File: config.mk
export PLATFORM = sky130hd
export DESIGN_NAME = xpr_regs
export DESIGN_NICKNAME = d
export VERILOG_FILES = /design/src/rtl/xpr_pkg.sv /design/src/rtl/xpr_regs.sv
export SDC_FILE = /design/constraint.sdc
export NUM_CORES = 1
export LEC_CHECK = 0
export BUFFER_PORTS_ARGS = -buffer_cell sky130_fd_sc_hd__clkbuf_2
export CAP_MARGIN = 0
export CORE_UTILIZATION = 54
export DETAILED_ROUTE_END_ITERATION = 8
export PLACE_DENSITY = 0.78
export SYNTH_ARGS = -nofsm -noshare
export SYNTH_HDL_FRONTEND = slang
export SYNTH_SLANG_ARGS = --single-unit
export TNS_END_PERCENT = 5
File: constraint.sdc
create_clock -name clk -period 1.8 [get_ports clk]
set_clock_uncertainty 0.1 [all_clocks]
set_input_delay 0.18 -clock clk [delete_from_list [all_inputs] [get_ports clk]]
set_output_delay 0.18 -clock clk [all_outputs]
set_load 0.03 [all_outputs]
File: src/rtl/xpr_pkg.sv
// xpr_pkg: constants for the crosspoint power and signal-loss register bank
// assumes: included before rtl/xpr_regs.sv, no other dependencies
package xpr_pkg;

  localparam int unsigned NUM_PORTS = 4;

  // register addresses as carried by the byte-wide register port
  localparam logic [7:0] ADDR_SWITCH  = 8'h00;
  localparam logic [7:0] ADDR_BOOST   = 8'h01;
  localparam logic [7:0] ADDR_LEVEL   = 8'h02;
  localparam logic [7:0] ADDR_CONTROL = 8'h03;
  localparam logic [7:0] ADDR_STATUS  = 8'h04;

  // control register fields and power-on values
  localparam int unsigned CTL_OUT_OFF_LSB  = 0;
  localparam int unsigned CTL_OVR_LEVEL    = 4;
  localparam int unsigned CTL_OVR_BOOST    = 5;
  localparam int unsigned CTL_MON_EN       = 6;
  localparam int unsigned CTL_SOFT_PD      = 7;
  localparam logic [7:0]  CTL_RESET        = 8'h0F;
  localparam logic [7:0]  CFG_RESET        = 8'h00;
  localparam logic [3:0]  STATUS_RESERVED  = 4'h0;

  // equalization and pre-emphasis level codes
  typedef enum logic [3:0] {
    XPR_LVL_OFF  = 4'h1,
    XPR_LVL_LOW  = 4'h2,
    XPR_LVL_MED  = 4'h4,
    XPR_LVL_HIGH = 4'h8
  } xpr_level_e;

  localparam logic [1:0] LVL_CODE_OFF  = 2'h0;
  localparam logic [1:0] LVL_CODE_LOW  = 2'h1;
  localparam logic [1:0] LVL_CODE_MED  = 2'h2;
  localparam logic [1:0] LVL_CODE_HIGH = 2'h3;

  // pin-selected levels: off or low for equalization, off or medium for boost
  localparam logic [1:0] PIN_LEVEL_ON  = 2'h1;
  localparam logic [1:0] PIN_BOOST_ON  = 2'h2;

endpackage : xpr_pkg

File: src/rtl/xpr_regs.sv
// xpr_regs: control/status register bank and power-mode logic of a 4x4 crosspoint
// assumes: an smbus slave front end delivers decoded byte writes/reads on clk,
// power_down_pin_n, level and boost pins and signal-valid detector levels arrive asynchronously
//
// Contract
// equalization field code 00 off, 01 low, 10 medium, 11 high.
// control bits 3:0 reset to 1111; zero disables that output when powered.
// control bit 4 set makes equalization come from register, not pins.
// control bit 5 set makes pre-emphasis come from register, not pins.
// control bit 6 set enables monitors and receivers on all inputs.
// with monitor enable set, auto gating never disables inputs or monitors.
// control bit 7 soft power-down, or-ed with pin; high either means up.
// both low means power-down, only monitors and smbus logic remain.
// in power-down, monitor enable still activates monitors and receivers.
// when powered up, blocks unused by routing are switched off.
// output enabled only if routed and its output_off_n bit is one.
// input enabled if routed or monitor enable is one.
// status bits 3:0 reset 0, report input signal valid per input.
// status bits 7:4 reserved, read-only; here read as zero.
// control at address 3, status at address 4, byte access.
// equalization register holds four two-bit fields, bits 1:0 for input 0.
// host writes start, address, register byte, data byte, stop.
// writes to status are acknowledged and change nothing.
`timescale 1ns/1ps
`default_nettype none

module xpr_regs (
  input  wire logic        clk,
  input  wire logic        reset,
  input  wire logic        wr_stb,
  input  wire logic        rd_stb,
  input  wire logic [7:0]  reg_addr,
  input  wire logic [7:0]  wr_data,
  output logic      [7:0]  rd_data,
  output logic             rd_valid,
  input  wire logic        power_down_pin_n,
  input  wire logic [3:0]  rx_level_pins,
  input  wire logic [3:0]  tx_boost_pins,
  input  wire logic [3:0]  input_signal_valid,
  output logic      [3:0]  input_enable,
  output logic      [3:0]  monitor_enable,
  output logic      [3:0]  output_enable,
  output logic             core_powered,
  output logic      [15:0] rx_equalization,
  output logic      [7:0]  tx_pre_emphasis,
  output logic      [7:0]  output_route
);

  //////////////////////////////////////////////////////////////////////////////
  // functions

  function automatic logic [3:0] level_decode(input logic [1:0] code);
    logic [3:0] lvl;
    lvl = 4'h0;
    case (code)
      xpr_pkg::LVL_CODE_OFF:  lvl = xpr_pkg::XPR_LVL_OFF;
      xpr_pkg::LVL_CODE_LOW:  lvl = xpr_pkg::XPR_LVL_LOW;
      xpr_pkg::LVL_CODE_MED:  lvl = xpr_pkg::XPR_LVL_MED;
      xpr_pkg::LVL_CODE_HIGH: lvl = xpr_pkg::XPR_LVL_HIGH;
      default:                lvl = xpr_pkg::XPR_LVL_OFF;
    endcase
    return lvl;
  endfunction : level_decode

  // inputs used by at least one output route
  function automatic logic [3:0] routed_inputs(input logic [7:0] route);
    logic [3:0] used;
    used = 4'h0;
    for (int i = 0; i < xpr_pkg::NUM_PORTS; i++) begin
      used[route[2*i +: 2]] = 1'b1;
    end
    return used;
  endfunction : routed_inputs

  //////////////////////////////////////////////////////////////////////////////
  // pin synchronisers: change counts once stages two and three agree

  // level and boost pins are asynchronous too, so they share the same filter
  localparam int unsigned PIN_W = 3 * xpr_pkg::NUM_PORTS + 1;

  logic [PIN_W-1:0] sync1_q;
  logic [PIN_W-1:0] sync2_q;
  logic [PIN_W-1:0] sync3_q;
  logic [PIN_W-1:0] pins_q;
  wire  [PIN_W-1:0] pins_raw = {tx_boost_pins, rx_level_pins, power_down_pin_n, input_signal_valid};

  always_ff @(posedge clk) begin
    if (reset) begin
      sync1_q <= {PIN_W{1'b0}};
      sync2_q <= {PIN_W{1'b0}};
      sync3_q <= {PIN_W{1'b0}};
      pins_q  <= {PIN_W{1'b0}};
    end else begin
      sync1_q <= pins_raw;
      sync2_q <= sync1_q;
      sync3_q <= sync2_q;
      for (int b = 0; b < PIN_W; b++) begin
        if (sync2_q[b] == sync3_q[b]) begin
          pins_q[b] <= sync3_q[b];
        end
      end
    end
  end

  wire       pd_pin_n_s = pins_q[4];
  wire [3:0] valid_s    = pins_q[3:0];
  wire [3:0] lvl_pin_s  = pins_q[8:5];
  wire [3:0] bst_pin_s  = pins_q[12:9];

  //////////////////////////////////////////////////////////////////////////////
  // register file

  logic [7:0] route_q;
  logic [7:0] boost_q;
  logic [7:0] level_q;
  logic [7:0] ctl_q;
  logic [3:0] status_q;

  wire wr_route = wr_stb && (reg_addr == xpr_pkg::ADDR_SWITCH);
  wire wr_boost = wr_stb && (reg_addr == xpr_pkg::ADDR_BOOST);
  wire wr_level = wr_stb && (reg_addr == xpr_pkg::ADDR_LEVEL);
  wire wr_ctl   = wr_stb && (reg_addr == xpr_pkg::ADDR_CONTROL);

  always_ff @(posedge clk) begin
    if (reset) begin
      route_q <= xpr_pkg::CFG_RESET;
      boost_q <= xpr_pkg::CFG_RESET;
      level_q <= xpr_pkg::CFG_RESET;
      ctl_q   <= xpr_pkg::CTL_RESET;
    end else begin
      if (wr_route) route_q <= wr_data;
      if (wr_boost) boost_q <= wr_data;
      if (wr_level) level_q <= wr_data;
      if (wr_ctl)   ctl_q   <= wr_data;
    end
  end

  // status has no write path, so a write there is a harmless no-op
  always_ff @(posedge clk) begin
    if (reset) status_q <= 4'h0;
    else       status_q <= valid_s;
  end

  //////////////////////////////////////////////////////////////////////////////
  // read port

  logic [7:0] rd_mux;
  always_comb begin
    case (reg_addr)
      xpr_pkg::ADDR_SWITCH:  rd_mux = route_q;
      xpr_pkg::ADDR_BOOST:   rd_mux = boost_q;
      xpr_pkg::ADDR_LEVEL:   rd_mux = level_q;
      xpr_pkg::ADDR_CONTROL: rd_mux = ctl_q;
      xpr_pkg::ADDR_STATUS:  rd_mux = {xpr_pkg::STATUS_RESERVED, status_q};
      default:               rd_mux = 8'h00;
    endcase
  end

  always_ff @(posedge clk) begin
    if (reset) begin
      rd_data  <= 8'h00;
      rd_valid <= 1'b0;
    end else begin
      rd_valid <= rd_stb;
      if (rd_stb) rd_data <= rd_mux;
    end
  end

  //////////////////////////////////////////////////////////////////////////////
  // power modes and enables

  wire       soft_power_down_n = ctl_q[xpr_pkg::CTL_SOFT_PD];
  wire       powered_d = pd_pin_n_s | soft_power_down_n;
  wire       mon_en    = ctl_q[xpr_pkg::CTL_MON_EN];
  wire [3:0] used_in   = routed_inputs(route_q);
  wire [3:0] output_off_n = ctl_q[xpr_pkg::CTL_OUT_OFF_LSB +: 4];
  // monitors run in both modes when enabled; auto gating cannot override
  wire [3:0] mon_d   = {4{mon_en}};
  wire [3:0] in_d    = powered_d ? (used_in | {4{mon_en}}) : mon_d;
  wire [3:0] out_d   = powered_d ? output_off_n : 4'h0;

  logic [15:0] rx_lvl_d;
  logic [7:0]  tx_lvl_d;
  always_comb begin
    for (int i = 0; i < xpr_pkg::NUM_PORTS; i++) begin
      rx_lvl_d[4*i +: 4] = ctl_q[xpr_pkg::CTL_OVR_LEVEL] ? level_decode(level_q[2*i +: 2])
                         : level_decode(lvl_pin_s[i] ? xpr_pkg::PIN_LEVEL_ON : xpr_pkg::LVL_CODE_OFF);
      tx_lvl_d[2*i +: 2] = ctl_q[xpr_pkg::CTL_OVR_BOOST] ? boost_q[2*i +: 2]
                         : (bst_pin_s[i] ? xpr_pkg::PIN_BOOST_ON : xpr_pkg::LVL_CODE_OFF);
    end
  end

  always_ff @(posedge clk) begin
    if (reset) begin
      core_powered    <= 1'b0;
      input_enable    <= 4'h0;
      monitor_enable  <= 4'h0;
      output_enable   <= 4'h0;
      rx_equalization <= 16'h0000;
      tx_pre_emphasis <= 8'h00;
      output_route    <= 8'h00;
    end else begin
      core_powered    <= powered_d;
      input_enable    <= in_d;
      monitor_enable  <= mon_d;
      output_enable   <= out_d;
      rx_equalization <= rx_lvl_d;
      tx_pre_emphasis <= tx_lvl_d;
      output_route    <= route_q;
    end
  end

  //////////////////////////////////////////////////////////////////////////////
  // assertions

  ctl_reset_a: assert property (@(posedge clk)
    $fell(reset)
    |-> ctl_q == xpr_pkg::CTL_RESET)
    else $error("control not at power-on value");

  out_gate_a: assert property (@(posedge clk) disable iff (reset)
    output_enable != 4'h0
    |-> $past(ctl_q[xpr_pkg::CTL_SOFT_PD] | pd_pin_n_s)
        && ((output_enable & ~$past(ctl_q[xpr_pkg::CTL_OUT_OFF_LSB +: 4])) == 4'h0))
    else $error("output enabled while off or powered down");

  out_map_a: assert property (@(posedge clk) disable iff (reset)
    !$past(reset) && $past(powered_d)
    |-> output_enable == $past(ctl_q[xpr_pkg::CTL_OUT_OFF_LSB +: 4]))
    else $error("powered output enable not per bit");

  mon_all_a: assert property (@(posedge clk) disable iff (reset)
    !$past(reset) && $past(ctl_q[xpr_pkg::CTL_MON_EN])
    |-> monitor_enable == 4'hF && input_enable == 4'hF)
    else $error("monitor enable not honoured");

  mon_off_a: assert property (@(posedge clk) disable iff (reset)
    !$past(reset) && !$past(ctl_q[xpr_pkg::CTL_MON_EN])
    |-> monitor_enable == 4'h0)
    else $error("monitors on while disabled");

  pd_mode_a: assert property (@(posedge clk) disable iff (reset)
    !$past(reset) && !$past(ctl_q[xpr_pkg::CTL_SOFT_PD]) && !$past(pd_pin_n_s)
    |-> !core_powered && output_enable == 4'h0)
    else $error("power-down mode not entered");

  pwr_or_a: assert property (@(posedge clk) disable iff (reset)
    !$past(reset)
    |-> core_powered == ($past(ctl_q[xpr_pkg::CTL_SOFT_PD]) | $past(pd_pin_n_s)))
    else $error("power mode not or of pin and soft bit");

  unused_in_a: assert property (@(posedge clk) disable iff (reset)
    !$past(reset) && !$past(ctl_q[xpr_pkg::CTL_MON_EN])
    |-> input_enable == ($past(powered_d) ? $past(used_in) : 4'h0))
    else $error("input gating wrong");

  route_copy_a: assert property (@(posedge clk) disable iff (reset)
    !$past(reset)
    |-> output_route == $past(route_q))
    else $error("route not forwarded");

  status_wr_a: assert property (@(posedge clk) disable iff (reset)
    wr_stb && reg_addr == xpr_pkg::ADDR_STATUS
    |=> status_q == $past(valid_s))
    else $error("status changed by write");

  level_decode_a: assert property (@(posedge clk) disable iff (reset)
    !$past(reset) && $past(ctl_q[xpr_pkg::CTL_OVR_LEVEL]) && $past(level_q[1:0]) == xpr_pkg::LVL_CODE_HIGH
    |-> rx_equalization[3:0] == xpr_pkg::XPR_LVL_HIGH)
    else $error("equalization decode wrong");

  level_pin_a: assert property (@(posedge clk) disable iff (reset)
    !$past(reset) && !$past(ctl_q[xpr_pkg::CTL_OVR_LEVEL])
    |-> rx_equalization[3:0] == ($past(lvl_pin_s[0]) ? xpr_pkg::XPR_LVL_LOW : xpr_pkg::XPR_LVL_OFF))
    else $error("equalization pin level wrong");

  level_onehot_a: assert property (@(posedge clk) disable iff (reset)
    !$past(reset)
    |-> $onehot(rx_equalization[3:0]) && $onehot(rx_equalization[7:4])
        && $onehot(rx_equalization[11:8]) && $onehot(rx_equalization[15:12]))
    else $error("equalization level not one-hot");

  boost_reg_a: assert property (@(posedge clk) disable iff (reset)
    !$past(reset) && $past(ctl_q[xpr_pkg::CTL_OVR_BOOST])
    |-> tx_pre_emphasis == $past(boost_q))
    else $error("pre-emphasis not from register");

  ctl_write_a: assert property (@(posedge clk) disable iff (reset)
    wr_stb && reg_addr == xpr_pkg::ADDR_CONTROL
    |=> ctl_q == $past(wr_data))
    else $error("control write lost");

  lvl_write_a: assert property (@(posedge clk) disable iff (reset)
    wr_stb && reg_addr == xpr_pkg::ADDR_LEVEL
    |=> level_q == $past(wr_data))
    else $error("equalization register write lost");

  rd_valid_a: assert property (@(posedge clk) disable iff (reset)
    !$past(reset)
    |-> rd_valid == $past(rd_stb))
    else $error("read valid not one cycle after strobe");

  rd_ctl_a: assert property (@(posedge clk) disable iff (reset)
    !$past(reset) && $past(rd_stb) && $past(reg_addr) == xpr_pkg::ADDR_CONTROL
    |-> rd_data == $past(ctl_q))
    else $error("control read data wrong");

  rd_status_a: assert property (@(posedge clk) disable iff (reset)
    !$past(reset) && $past(rd_stb) && $past(reg_addr) == xpr_pkg::ADDR_STATUS
    |-> rd_data == {xpr_pkg::STATUS_RESERVED, $past(status_q)})
    else $error("status read data wrong");

endmodule : xpr_regs

`default_nettype wire

==> qor.csv, run 1 <==
stage,metric,value,unit
clock_tree,post-cts sizing count,0,
yosys,post-synthesis sequential area ratio,58.4,%
die,Initial Util,56.8,%
yosys,dominant cells by area after synthesis,"dfxtp_1 58%, mux2i_1 7.4%, nor2b_1 6.6%",
power_and_ir_drop,peak supply drop,0.799,mV
yosys,post-synth net total,495,
clock_tree,Post-CTS Setup Inserts,0,
critical_path,CP most frequent cell,dlygate4sd3_1,
die,Die Ht,95.9,um
critical_path,R2R Path Start,route_q[0]$_SDFFE_PP0P_,
yosys,Synth cell types,35,
final_layout,Multi-input gate area,1830,um^2
routing,wire length per cell,14.4,um
routing,antenna-violating nets left,0,
sta,Worst slew margin,63.5,%
global_routing,pin count of the biggest net entering global routing,60,
yosys,"Top FF cell, synth",dfxtp_1,
final_layout,most frequent cells in the layout,"139 x dfxtp_1, 85 x clkbuf_2, 56 x nor2_1",
final_layout,final std cells w/o fill,691,
global_routing,antenna violations before repair,0,
global_routing,"Remaining Overflow, GRT",0,
placed_design,# port buffers,86,
final_layout,Fill cells,603,
sta,Fin Hold WS,0.0879,ns
clock_tree,"CTS clk-pin slew, worst paths",0.06,ns
yosys,Synth top area share,58.4,%
yosys,number of flops mapped to enable cells by yosys,0,
die,die area,9200,um^2
power_and_ir_drop,PD cells,1130,nW/um^2
critical_path,crit path cell chain,"dlygate4sd3_1, buf_4, nor2b_1, dlygate4sd3_1",
critical_path,maximum fanout along the worst path,45,
routing,WL final,9.98,mm
routing,number of vias per cell,5.29,
clock_tree,clock buffer count from CTS,17,
flow_run,Max-Cap Viols,0,
global_routing,first-pass GRT wire length,15.9,mm
sta,Tightest Pin Transition,0.546,ns
sta,FMAX,674,MHz
critical_path,"Req. time, crit path",2.10,ns
clock_tree,CTS max path bufs,2,
clock_tree,worst-skew pair later-pin latency,0.51,ns
final_layout,nets,607,
yosys,"FFs w/ async S/R, synth",0,%
min_path,hold endpoint,rd_data[1]$_SDFFE_PP0P_,
power_and_ir_drop,total power draw,6.91,mW
min_path,Worst Hold Depth,4,
critical_path,CP max stage delay,0.56,ns
yosys,synthesized flop and latch total,139,
die,I/O pins,87,
clock_tree,CTS Root Cell,clkbuf_8,
clock_tree,CTS tree,built,
critical_path,arrival time at the worst endpoint,1.79,ns
yosys,Syn Std Cell Area,4760,um^2
critical_path,"reg-to-reg slack, setup",0.35,ns
yosys,syn avg cell area,10.3,um^2
final_layout,Inserted Diodes,0,
clock_tree,H-tree depth,4,
yosys,Ys Warns,0,
routing,DR iter-0 viols,182,
critical_path,worst r2r dst,rd_data[0]$_SDFFE_PP0P_,
min_path,HP Start,reg_addr[6],
critical_path,sum of buffers and inverters on the critical path,3,
outcome,status,finished clean,
critical_path,Worst R2R Path Depth,4,
final_layout,share of layout cells above drive strength 1,23.2,%
sta,setup TNS,0,ns
final_layout,register area,2780,um^2
min_path,Min-Delay Path Class,in -> reg,
routing,Via Count,3652,
critical_path,crit-path leading delay family,buffers and inverters,
sta,crit path time final,1.48,ns
die,Die X-Extent,95.9,um
global_routing,global-route usage over all layers,23.5,%
placed_design,Final Wtd Congestion,0.881,
routing,TritonRoute pass-1 iters,5,
critical_path,Critical Path Sink Type,flip-flop,
die,Core Area,8380,um^2
clock_tree,CTS sink count,139,
yosys,cell taking the most area after synthesis,dfxtp_1,
placed_design,Post-Place Cells,635,
placed_design,Post-DP HPWL,6.37,mm
final_layout,area growth from synthesis to layout,28.7,%
die,row count,33,
sta,final setup fails,0,
critical_path,WS Path Type,in -> reg,
sta,RSZ-0062 raised after global routing,no,
final_layout,"commonest non-fill, non-tap cell in the layout",dfxtp_1,
power_and_ir_drop,P_leak,2.71,nW
sta,Final Slew Violations,0,
yosys,Mapped Cells,462,
global_routing,vias in the first global route,3367,
sta,Final Hold Fails,0,
routing,DRC,0,
critical_path,crit path max-delay cell type,dlygate4sd3_1,
sta,"Period Utilization, post-route",82.4,%
critical_path,crit start category,input pin,
## power by group
part | internal, mW | leakage (nW) | switching (mW)
clock | 2.27 | 0.293 | 1.23
sequential | 3.12 | 1.13 | 0.0174
combinational | 0.123 | 1.29 | 0.149
total | 5.52 | 2.71 | 1.39
## registers in the layout (all words and copies together), names as in the netlist, 13 cells and up
signal / flops
pins_q: 13
rx_equalization: 16
sync1_q: 13
sync2_q: 13
sync3_q: 13
## area by class of cell
type	count	share of cell area, %
Timing Repair Buffer	117	12.1
Multi-Input combinational cell	288	29.8
Clock buffer	19	7.05
Sequential cell	139	45.4
Clock inverter	12	2.82
Tap cell	105	2.14
Inverter	11	0.674
## stage by stage
| stage | cell area [um^2] | setup WS [ns] | utilization (%) |
|---|---|---|---|
| final | 6130 | 0.317 | 73.1 |
| after CTS | 6130 | 0.344 | 73.1 |
| after detailed placement | 5270 | 0.0290 | 62.9 |
| after floorplan | 4760 | 0.134 | - |
| after global routing | 6130 | 0.0689 | 73.1 |
| after global placement | 5270 | 0.0535 | 62.9 |
## Yosys cell counts, drive strengths merged (6+ instances only)
cell type and n:
dfxtp 139, nand2b 12, nand2 18, inv 11
nand3b 6, clkbuf 16, a21oi 31, nand3 6
nor2 56, and2 8, nor3 7, nor2b 50
o21ai 20, mux2i 35, buf 8, o22ai 6
## what timing repair did
item | CTS | global route
endpoints found under the setup margin | 0 | 0
hold buffers | 25 | 0
hold endpoints to repair | 59 | 0
## logic make-up (layout without fill, tap and decap cells)
family,count (synthesis),count (layout),synth area share [%]
simple gates,178,178,20.4
flops,139,139,58.4
mux,41,41,9.72
compound gates,69,69,8.25
buf+inv,35,159,3.18
## how the worst max path moves through the flow
stage | from | endpoint | cells past startpoint | slack, ns
final | reset | sync1_q[9]$_SDFF_PP0_ | 4 | 0.32
after global routing | route_q[0]$_SDFFE_PP0P_ | rd_data[0]$_SDFFE_PP0P_ | 4 | 0.07
after CTS | reg_addr[3] | boost_q[4]$_SDFFE_PP0P_ | 6 | 0.34
after detailed placement | reg_addr[3] | ctl_q[4]$_SDFFE_PP0P_ | 6 | 0.03
after global placement | reg_addr[3] | ctl_q[4]$_SDFFE_PP0P_ | 6 | 0.05
after floorplan | reg_addr[3] | ctl_q[7]$_SDFFE_PP0P_ | 5 | 0.13
## layer usage
| layer | share of wire [%] | track usage, % | vias to the layer above |
|---|---|---|---|
| met1 | 42 | 27.0 | 1696 |
| met4 | 2.7 | 13.4 | 0 |
| li1 | - | - | 1786 |
| met3 | 6.7 | 7.27 | 27 |
| met5 | 0 | 0 | - |
| met2 | 49 | 38.6 | 143 |
## worst min-delay path, cell delays in order
cell and delay [ns]:
clkbuf_2 0.17, o41ai_1 0.12, a21oi_1 0.12, nor3_1 0.06
Power figures use the tool's default switching activity.
==> run 2, diff against run 1 <==
--- a/config.mk
+++ b/config.mk
@@ -5,11 +5,12 @@
 export SDC_FILE = /design/constraint.sdc
 export NUM_CORES = 1
 export LEC_CHECK = 0
+export ABC_AREA = 1
 export BUFFER_PORTS_ARGS = -buffer_cell sky130_fd_sc_hd__clkbuf_2
 export CAP_MARGIN = 0
-export CORE_UTILIZATION = 54
+export CORE_UTILIZATION = 49
 export DETAILED_ROUTE_END_ITERATION = 8
-export PLACE_DENSITY = 0.78
+export PLACE_DENSITY = 0.74
 export SYNTH_ARGS = -nofsm -noshare
 export SYNTH_HDL_FRONTEND = slang
 export SYNTH_SLANG_ARGS = --single-unit
==> constraint.sdc (replaced) <==
create_clock -name clk -period 1.3 [get_ports clk]
set_clock_uncertainty 0.1 [all_clocks]
set_input_delay 0.13 -clock clk [delete_from_list [all_inputs] [get_ports clk]]
set_output_delay 0.13 -clock clk [all_outputs]
set_load 0.03 [all_outputs]
==> qor.csv, run 2 <==
stage,metric,value,unit,change
critical_path,"Req. time, crit path",1.58,ns,was 2.10 ns
sta,Final Slew Violations,0,,unchanged
clock_tree,CTS max path bufs,2,,unchanged
yosys,dominant cells by area after synthesis,"dfxtp_1 58%, inv_1 6.9%, nor2_1 6.9%",,"was dfxtp_1 58%, mux2i_1 7.4%, nor2b_1 6.6%"
routing,Via Count,4247,,was 3652
yosys,Synth cell types,30,,was 35
routing,antenna-violating nets left,0,,unchanged
global_routing,antenna violations before repair,0,,unchanged
yosys,cell taking the most area after synthesis,dfxtp_1,,unchanged
yosys,syn avg cell area,8.63,um^2,was 10.3 um^2
critical_path,Critical Path Source,reset,,unchanged
yosys,post-synth net total,591,,was 495
sta,RSZ-0062 raised after global routing,yes,,was no
yosys,commonest cells in the netlist,"139 x dfxtp_1, 89 x inv_1, 88 x nor2_1, 48 x a21oi_1, 42 x o21ai_0",,"was 139 x dfxtp_1, 56 x nor2_1, 50 x nor2b_1, 35 x mux2i_1, 31 x a21oi_1"
global_routing,pin count of the biggest net entering global routing,51,,was 60
yosys,Mapped Cells,558,,was 462
die,row count,35,,was 33
final_layout,Inserted Diodes,0,,unchanged
final_layout,register area,2800,um^2,was 2780 um^2
die,Core Area,9370,um^2,was 8380 um^2
routing,TritonRoute pass-1 iters,5,,unchanged
die,Initial Util,51.4,%,was 56.8%
clock_tree,CTS sink count,139,,unchanged
power_and_ir_drop,P_leak,3.10,nW,was 2.71 nW
power_and_ir_drop,PD cells,1410,nW/um^2,was 1130 nW/um^2
flow_run,Max-Cap Viols,0,,unchanged
routing,DR iter-0 viols,189,,was 182
critical_path,Worst R2R Path Depth,3,,was 4
clock_tree,"CTS clk-pin slew, worst paths",0.06,ns,about the same
die,Die Ht,101,um,was 95.9 um
yosys,largest family of logic cells by synthesized area,simple AND/OR/NAND/NOR gates,,unchanged
yosys,"FFs w/ async S/R, synth",0,%,unchanged
sta,worst setup margin,-0.0249,ns,was 0.317 ns
yosys,area fraction in compound gates after synthesis,14.6,%,was 8.25%
min_path,Min-Delay Path Class,in -> reg,,unchanged
yosys,Post-Synth XOR/XNOR Area,0,%,unchanged
critical_path,WS Path Type,in -> reg,,unchanged
routing,WL final,12.4,mm,was 9.98 mm
outcome,failing checks,"hold timing, setup timing",,
critical_path,maximum fanout along the worst path,50,,was 45
final_layout,most frequent cells in the layout,"131 x dfxtp_1, 88 x nor2_1, 86 x inv_1",,"was 139 x dfxtp_1, 85 x clkbuf_2, 56 x nor2_1"
yosys,post-synthesis sequential area ratio,57.8,%,was 58.4%
routing,number of vias per cell,4.93,,was 5.29
final_layout,"Core Util, Final",71.5,%,was 73.1%
clock_tree,CTS tree,built,,unchanged
yosys,Ys Warns,0,,unchanged
yosys,Synth top area share,57.8,%,was 58.4%
critical_path,CP max stage delay,0.97,ns,was 0.56 ns
final_layout,Fill cells,747,,was 603
final_layout,Multi-input gate area,1550,um^2,was 1830 um^2
placed_design,Final Wtd Congestion,0.914,,was 0.881
critical_path,arrival time at the worst endpoint,1.61,ns,was 1.79 ns
final_layout,"Most flops, register",rx_equalization,,unchanged
global_routing,vias in the first global route,4086,,was 3367
sta,Final Hold Fails,1,,was 0
die,Die X-Extent,101,um,was 95.9 um
yosys,Syn Std Cell Area,4820,um^2,was 4760 um^2
critical_path,crit path cell chain,"clkbuf_2, buf_12, dlygate4sd3_1, nor2_1",,"was dlygate4sd3_1, buf_4, nor2b_1, dlygate4sd3_1"
clock_tree,H-tree depth,4,,unchanged
critical_path,Crit path depth,4,,unchanged
critical_path,R2R Path Start,sync2_q[11]$_SDFF_PP0_,,was route_q[0]$_SDFFE_PP0P_
placed_design,# port buffers,86,,unchanged
die,die area,10200,um^2,was 9200 um^2
final_layout,"Design Area, Final",6700,um^2,was 6130 um^2
clock_tree,Post-CTS Setup Inserts,0,,unchanged
clock_tree,worst-skew pair later-pin latency,0.52,ns,was 0.51 ns
yosys,number of flops mapped to enable cells by yosys,0,,unchanged
global_routing,first-pass GRT wire length,19.3,mm,was 15.9 mm
critical_path,crit-path leading delay family,buffers and inverters,,unchanged
sta,final setup fails,5,,was 0
sta,setup TNS,-0.0435,ns,was 0 ns
min_path,HP Start,reset,,was reg_addr[6]
sta,"Period Utilization, post-route",102,%,
sta,Worst slew margin,60.4,%,was 63.5%
global_routing,global-route usage over all layers,25.4,%,was 23.5%
final_layout,share of layout cells above drive strength 1,24.0,%,was 23.2%
routing,wire length per cell,14.4,um,about the same
final_layout,area growth from synthesis to layout,39.1,%,was 28.7%
sta,crit path time final,1.32,ns,
power_and_ir_drop,peak supply drop,0.885,mV,was 0.799 mV
critical_path,sum of buffers and inverters on the critical path,3,,unchanged
yosys,"Top FF cell, synth",dfxtp_1,,unchanged
sta,FMAX,755,MHz,
clock_tree,clock buffer count from CTS,17,,unchanged
yosys,mux contribution to synthesized area,0,%,was 9.72%
critical_path,crit start category,input pin,,unchanged
outcome,status,"complete, but fails checks",,was finished clean
yosys,post-synthesis adder-cell area fraction,0,%,unchanged
min_path,Worst Hold Depth,3,,was 4
routing,DRC,0,,unchanged
placed_design,Placed Area,5460,um^2,was 5270 um^2
die,I/O pins,87,,unchanged
sta,Tightest Pin Transition,0.592,ns,was 0.546 ns
final_layout,flip-flop count of the largest register after layout,16,,unchanged
global_routing,"Remaining Overflow, GRT",0,,unchanged
final_layout,"commonest non-fill, non-tap cell in the layout",dfxtp_1,,unchanged
yosys,Post-Synth Simple-Gate Area,17.6,%,was 20.4%
power_and_ir_drop,total power draw,9.48,mW,was 6.91 mW
placed_design,Post-DP HPWL,7.55,mm,was 6.37 mm
clock_tree,CTS Root Cell,clkbuf_8,,unchanged
final_layout,nets,753,,was 607
critical_path,Critical Path Sink Type,flip-flop,,unchanged
sta,Fin Hold WS,-0.00460,ns,was 0.0879 ns
yosys,synthesized flop and latch total,139,,unchanged
yosys,top-count cell post-synth,dfxtp_1,,unchanged
critical_path,crit path max-delay cell type,dlygate4sd3_1,,unchanged
==> run 2: cell types whose count changed after synthesis, sizes merged, moves of 22 or more <==
cell | before | now
o21ai | 20 | 53
nor2b | 50 | 0
a21oi | 31 | 53
nand2 | 18 | 43
inv | 11 | 93
mux2i | 35 | 0
nor2 | 56 | 96
==> run 2: cell families (layout without fill, tap and decap cells) <==
group,Yosys count,in the layout
compound gates,127,127
buf+inv,115,290
flops,139,139
simple gates,177,177
==> run 2: area by class of cell <==
| type | count | share of cell area (%) |
|---|---|---|
| flip-flops and latches | 139 | 41.7 |
| multi-input cells | 304 | 23.1 |
| repair buffers | 165 | 19.0 |
| clock buffers | 18 | 6.39 |
| inverters | 93 | 5.21 |
| well taps | 129 | 2.41 |
| clock inverters | 14 | 2.17 |
==> run 2: worst paths after layout <==
kind / slack, ns / endpoint
worst min-delay path: -0.005 / sync3_q[6]$_SDFF_PP0_
worst max register to register: 0.03 / sync3_q[11]$_SDFF_PP0_
worst max-delay path: -0.02 / rx_equalization[8]$_SDFF_PP0_
worst min register to register: 0.31 / sync2_q[0]$_SDFF_PP0_
==> run 2: power breakdown <==
part	switching (mW)	internal, mW
clock network	1.83	2.78
registers	0.0291	4.33
logic	0.279	0.228
==> run 2: repair_timing <==
item	CTS	global route
hold buffers	57	0
endpoints found under the hold margin	76	0
setup endpoints to repair	12	34
resized for setup	22	26
==> run 2: layer usage <==
| layer | vias to the layer above | track usage (%) | part of all wire, % |
|---|---|---|---|
| li1 | 2112 | - | - |
| met1 | 1971 | 30.3 | 43 |
| met2 | 148 | 44.5 | 51 |
| met3 | 16 | 4.76 | 5.0 |
| met4 | 0 | 11.4 | 1.4 |
| met5 | - | 0 | 0 |
==> run 2: worst register-to-register path, stage by stage, from the launching register on <==
cell and delay, ns:
dfxtp_1 0.32, inv_1 0.09, nor2_1 0.05, dlygate4sd3_1 0.58
==> run 2: through the flow <==
stage               hold slack (ns)  cells  setup WS (ns)
CTS                         0.00235    862        0.00441
detailed placement            0.225    773         -0.102
finish                     -0.00460    862        -0.0249
global route                0.00574    862        -0.0110
global placement              0.221    773        -0.0446
floorplan                     0.113    558          0.154
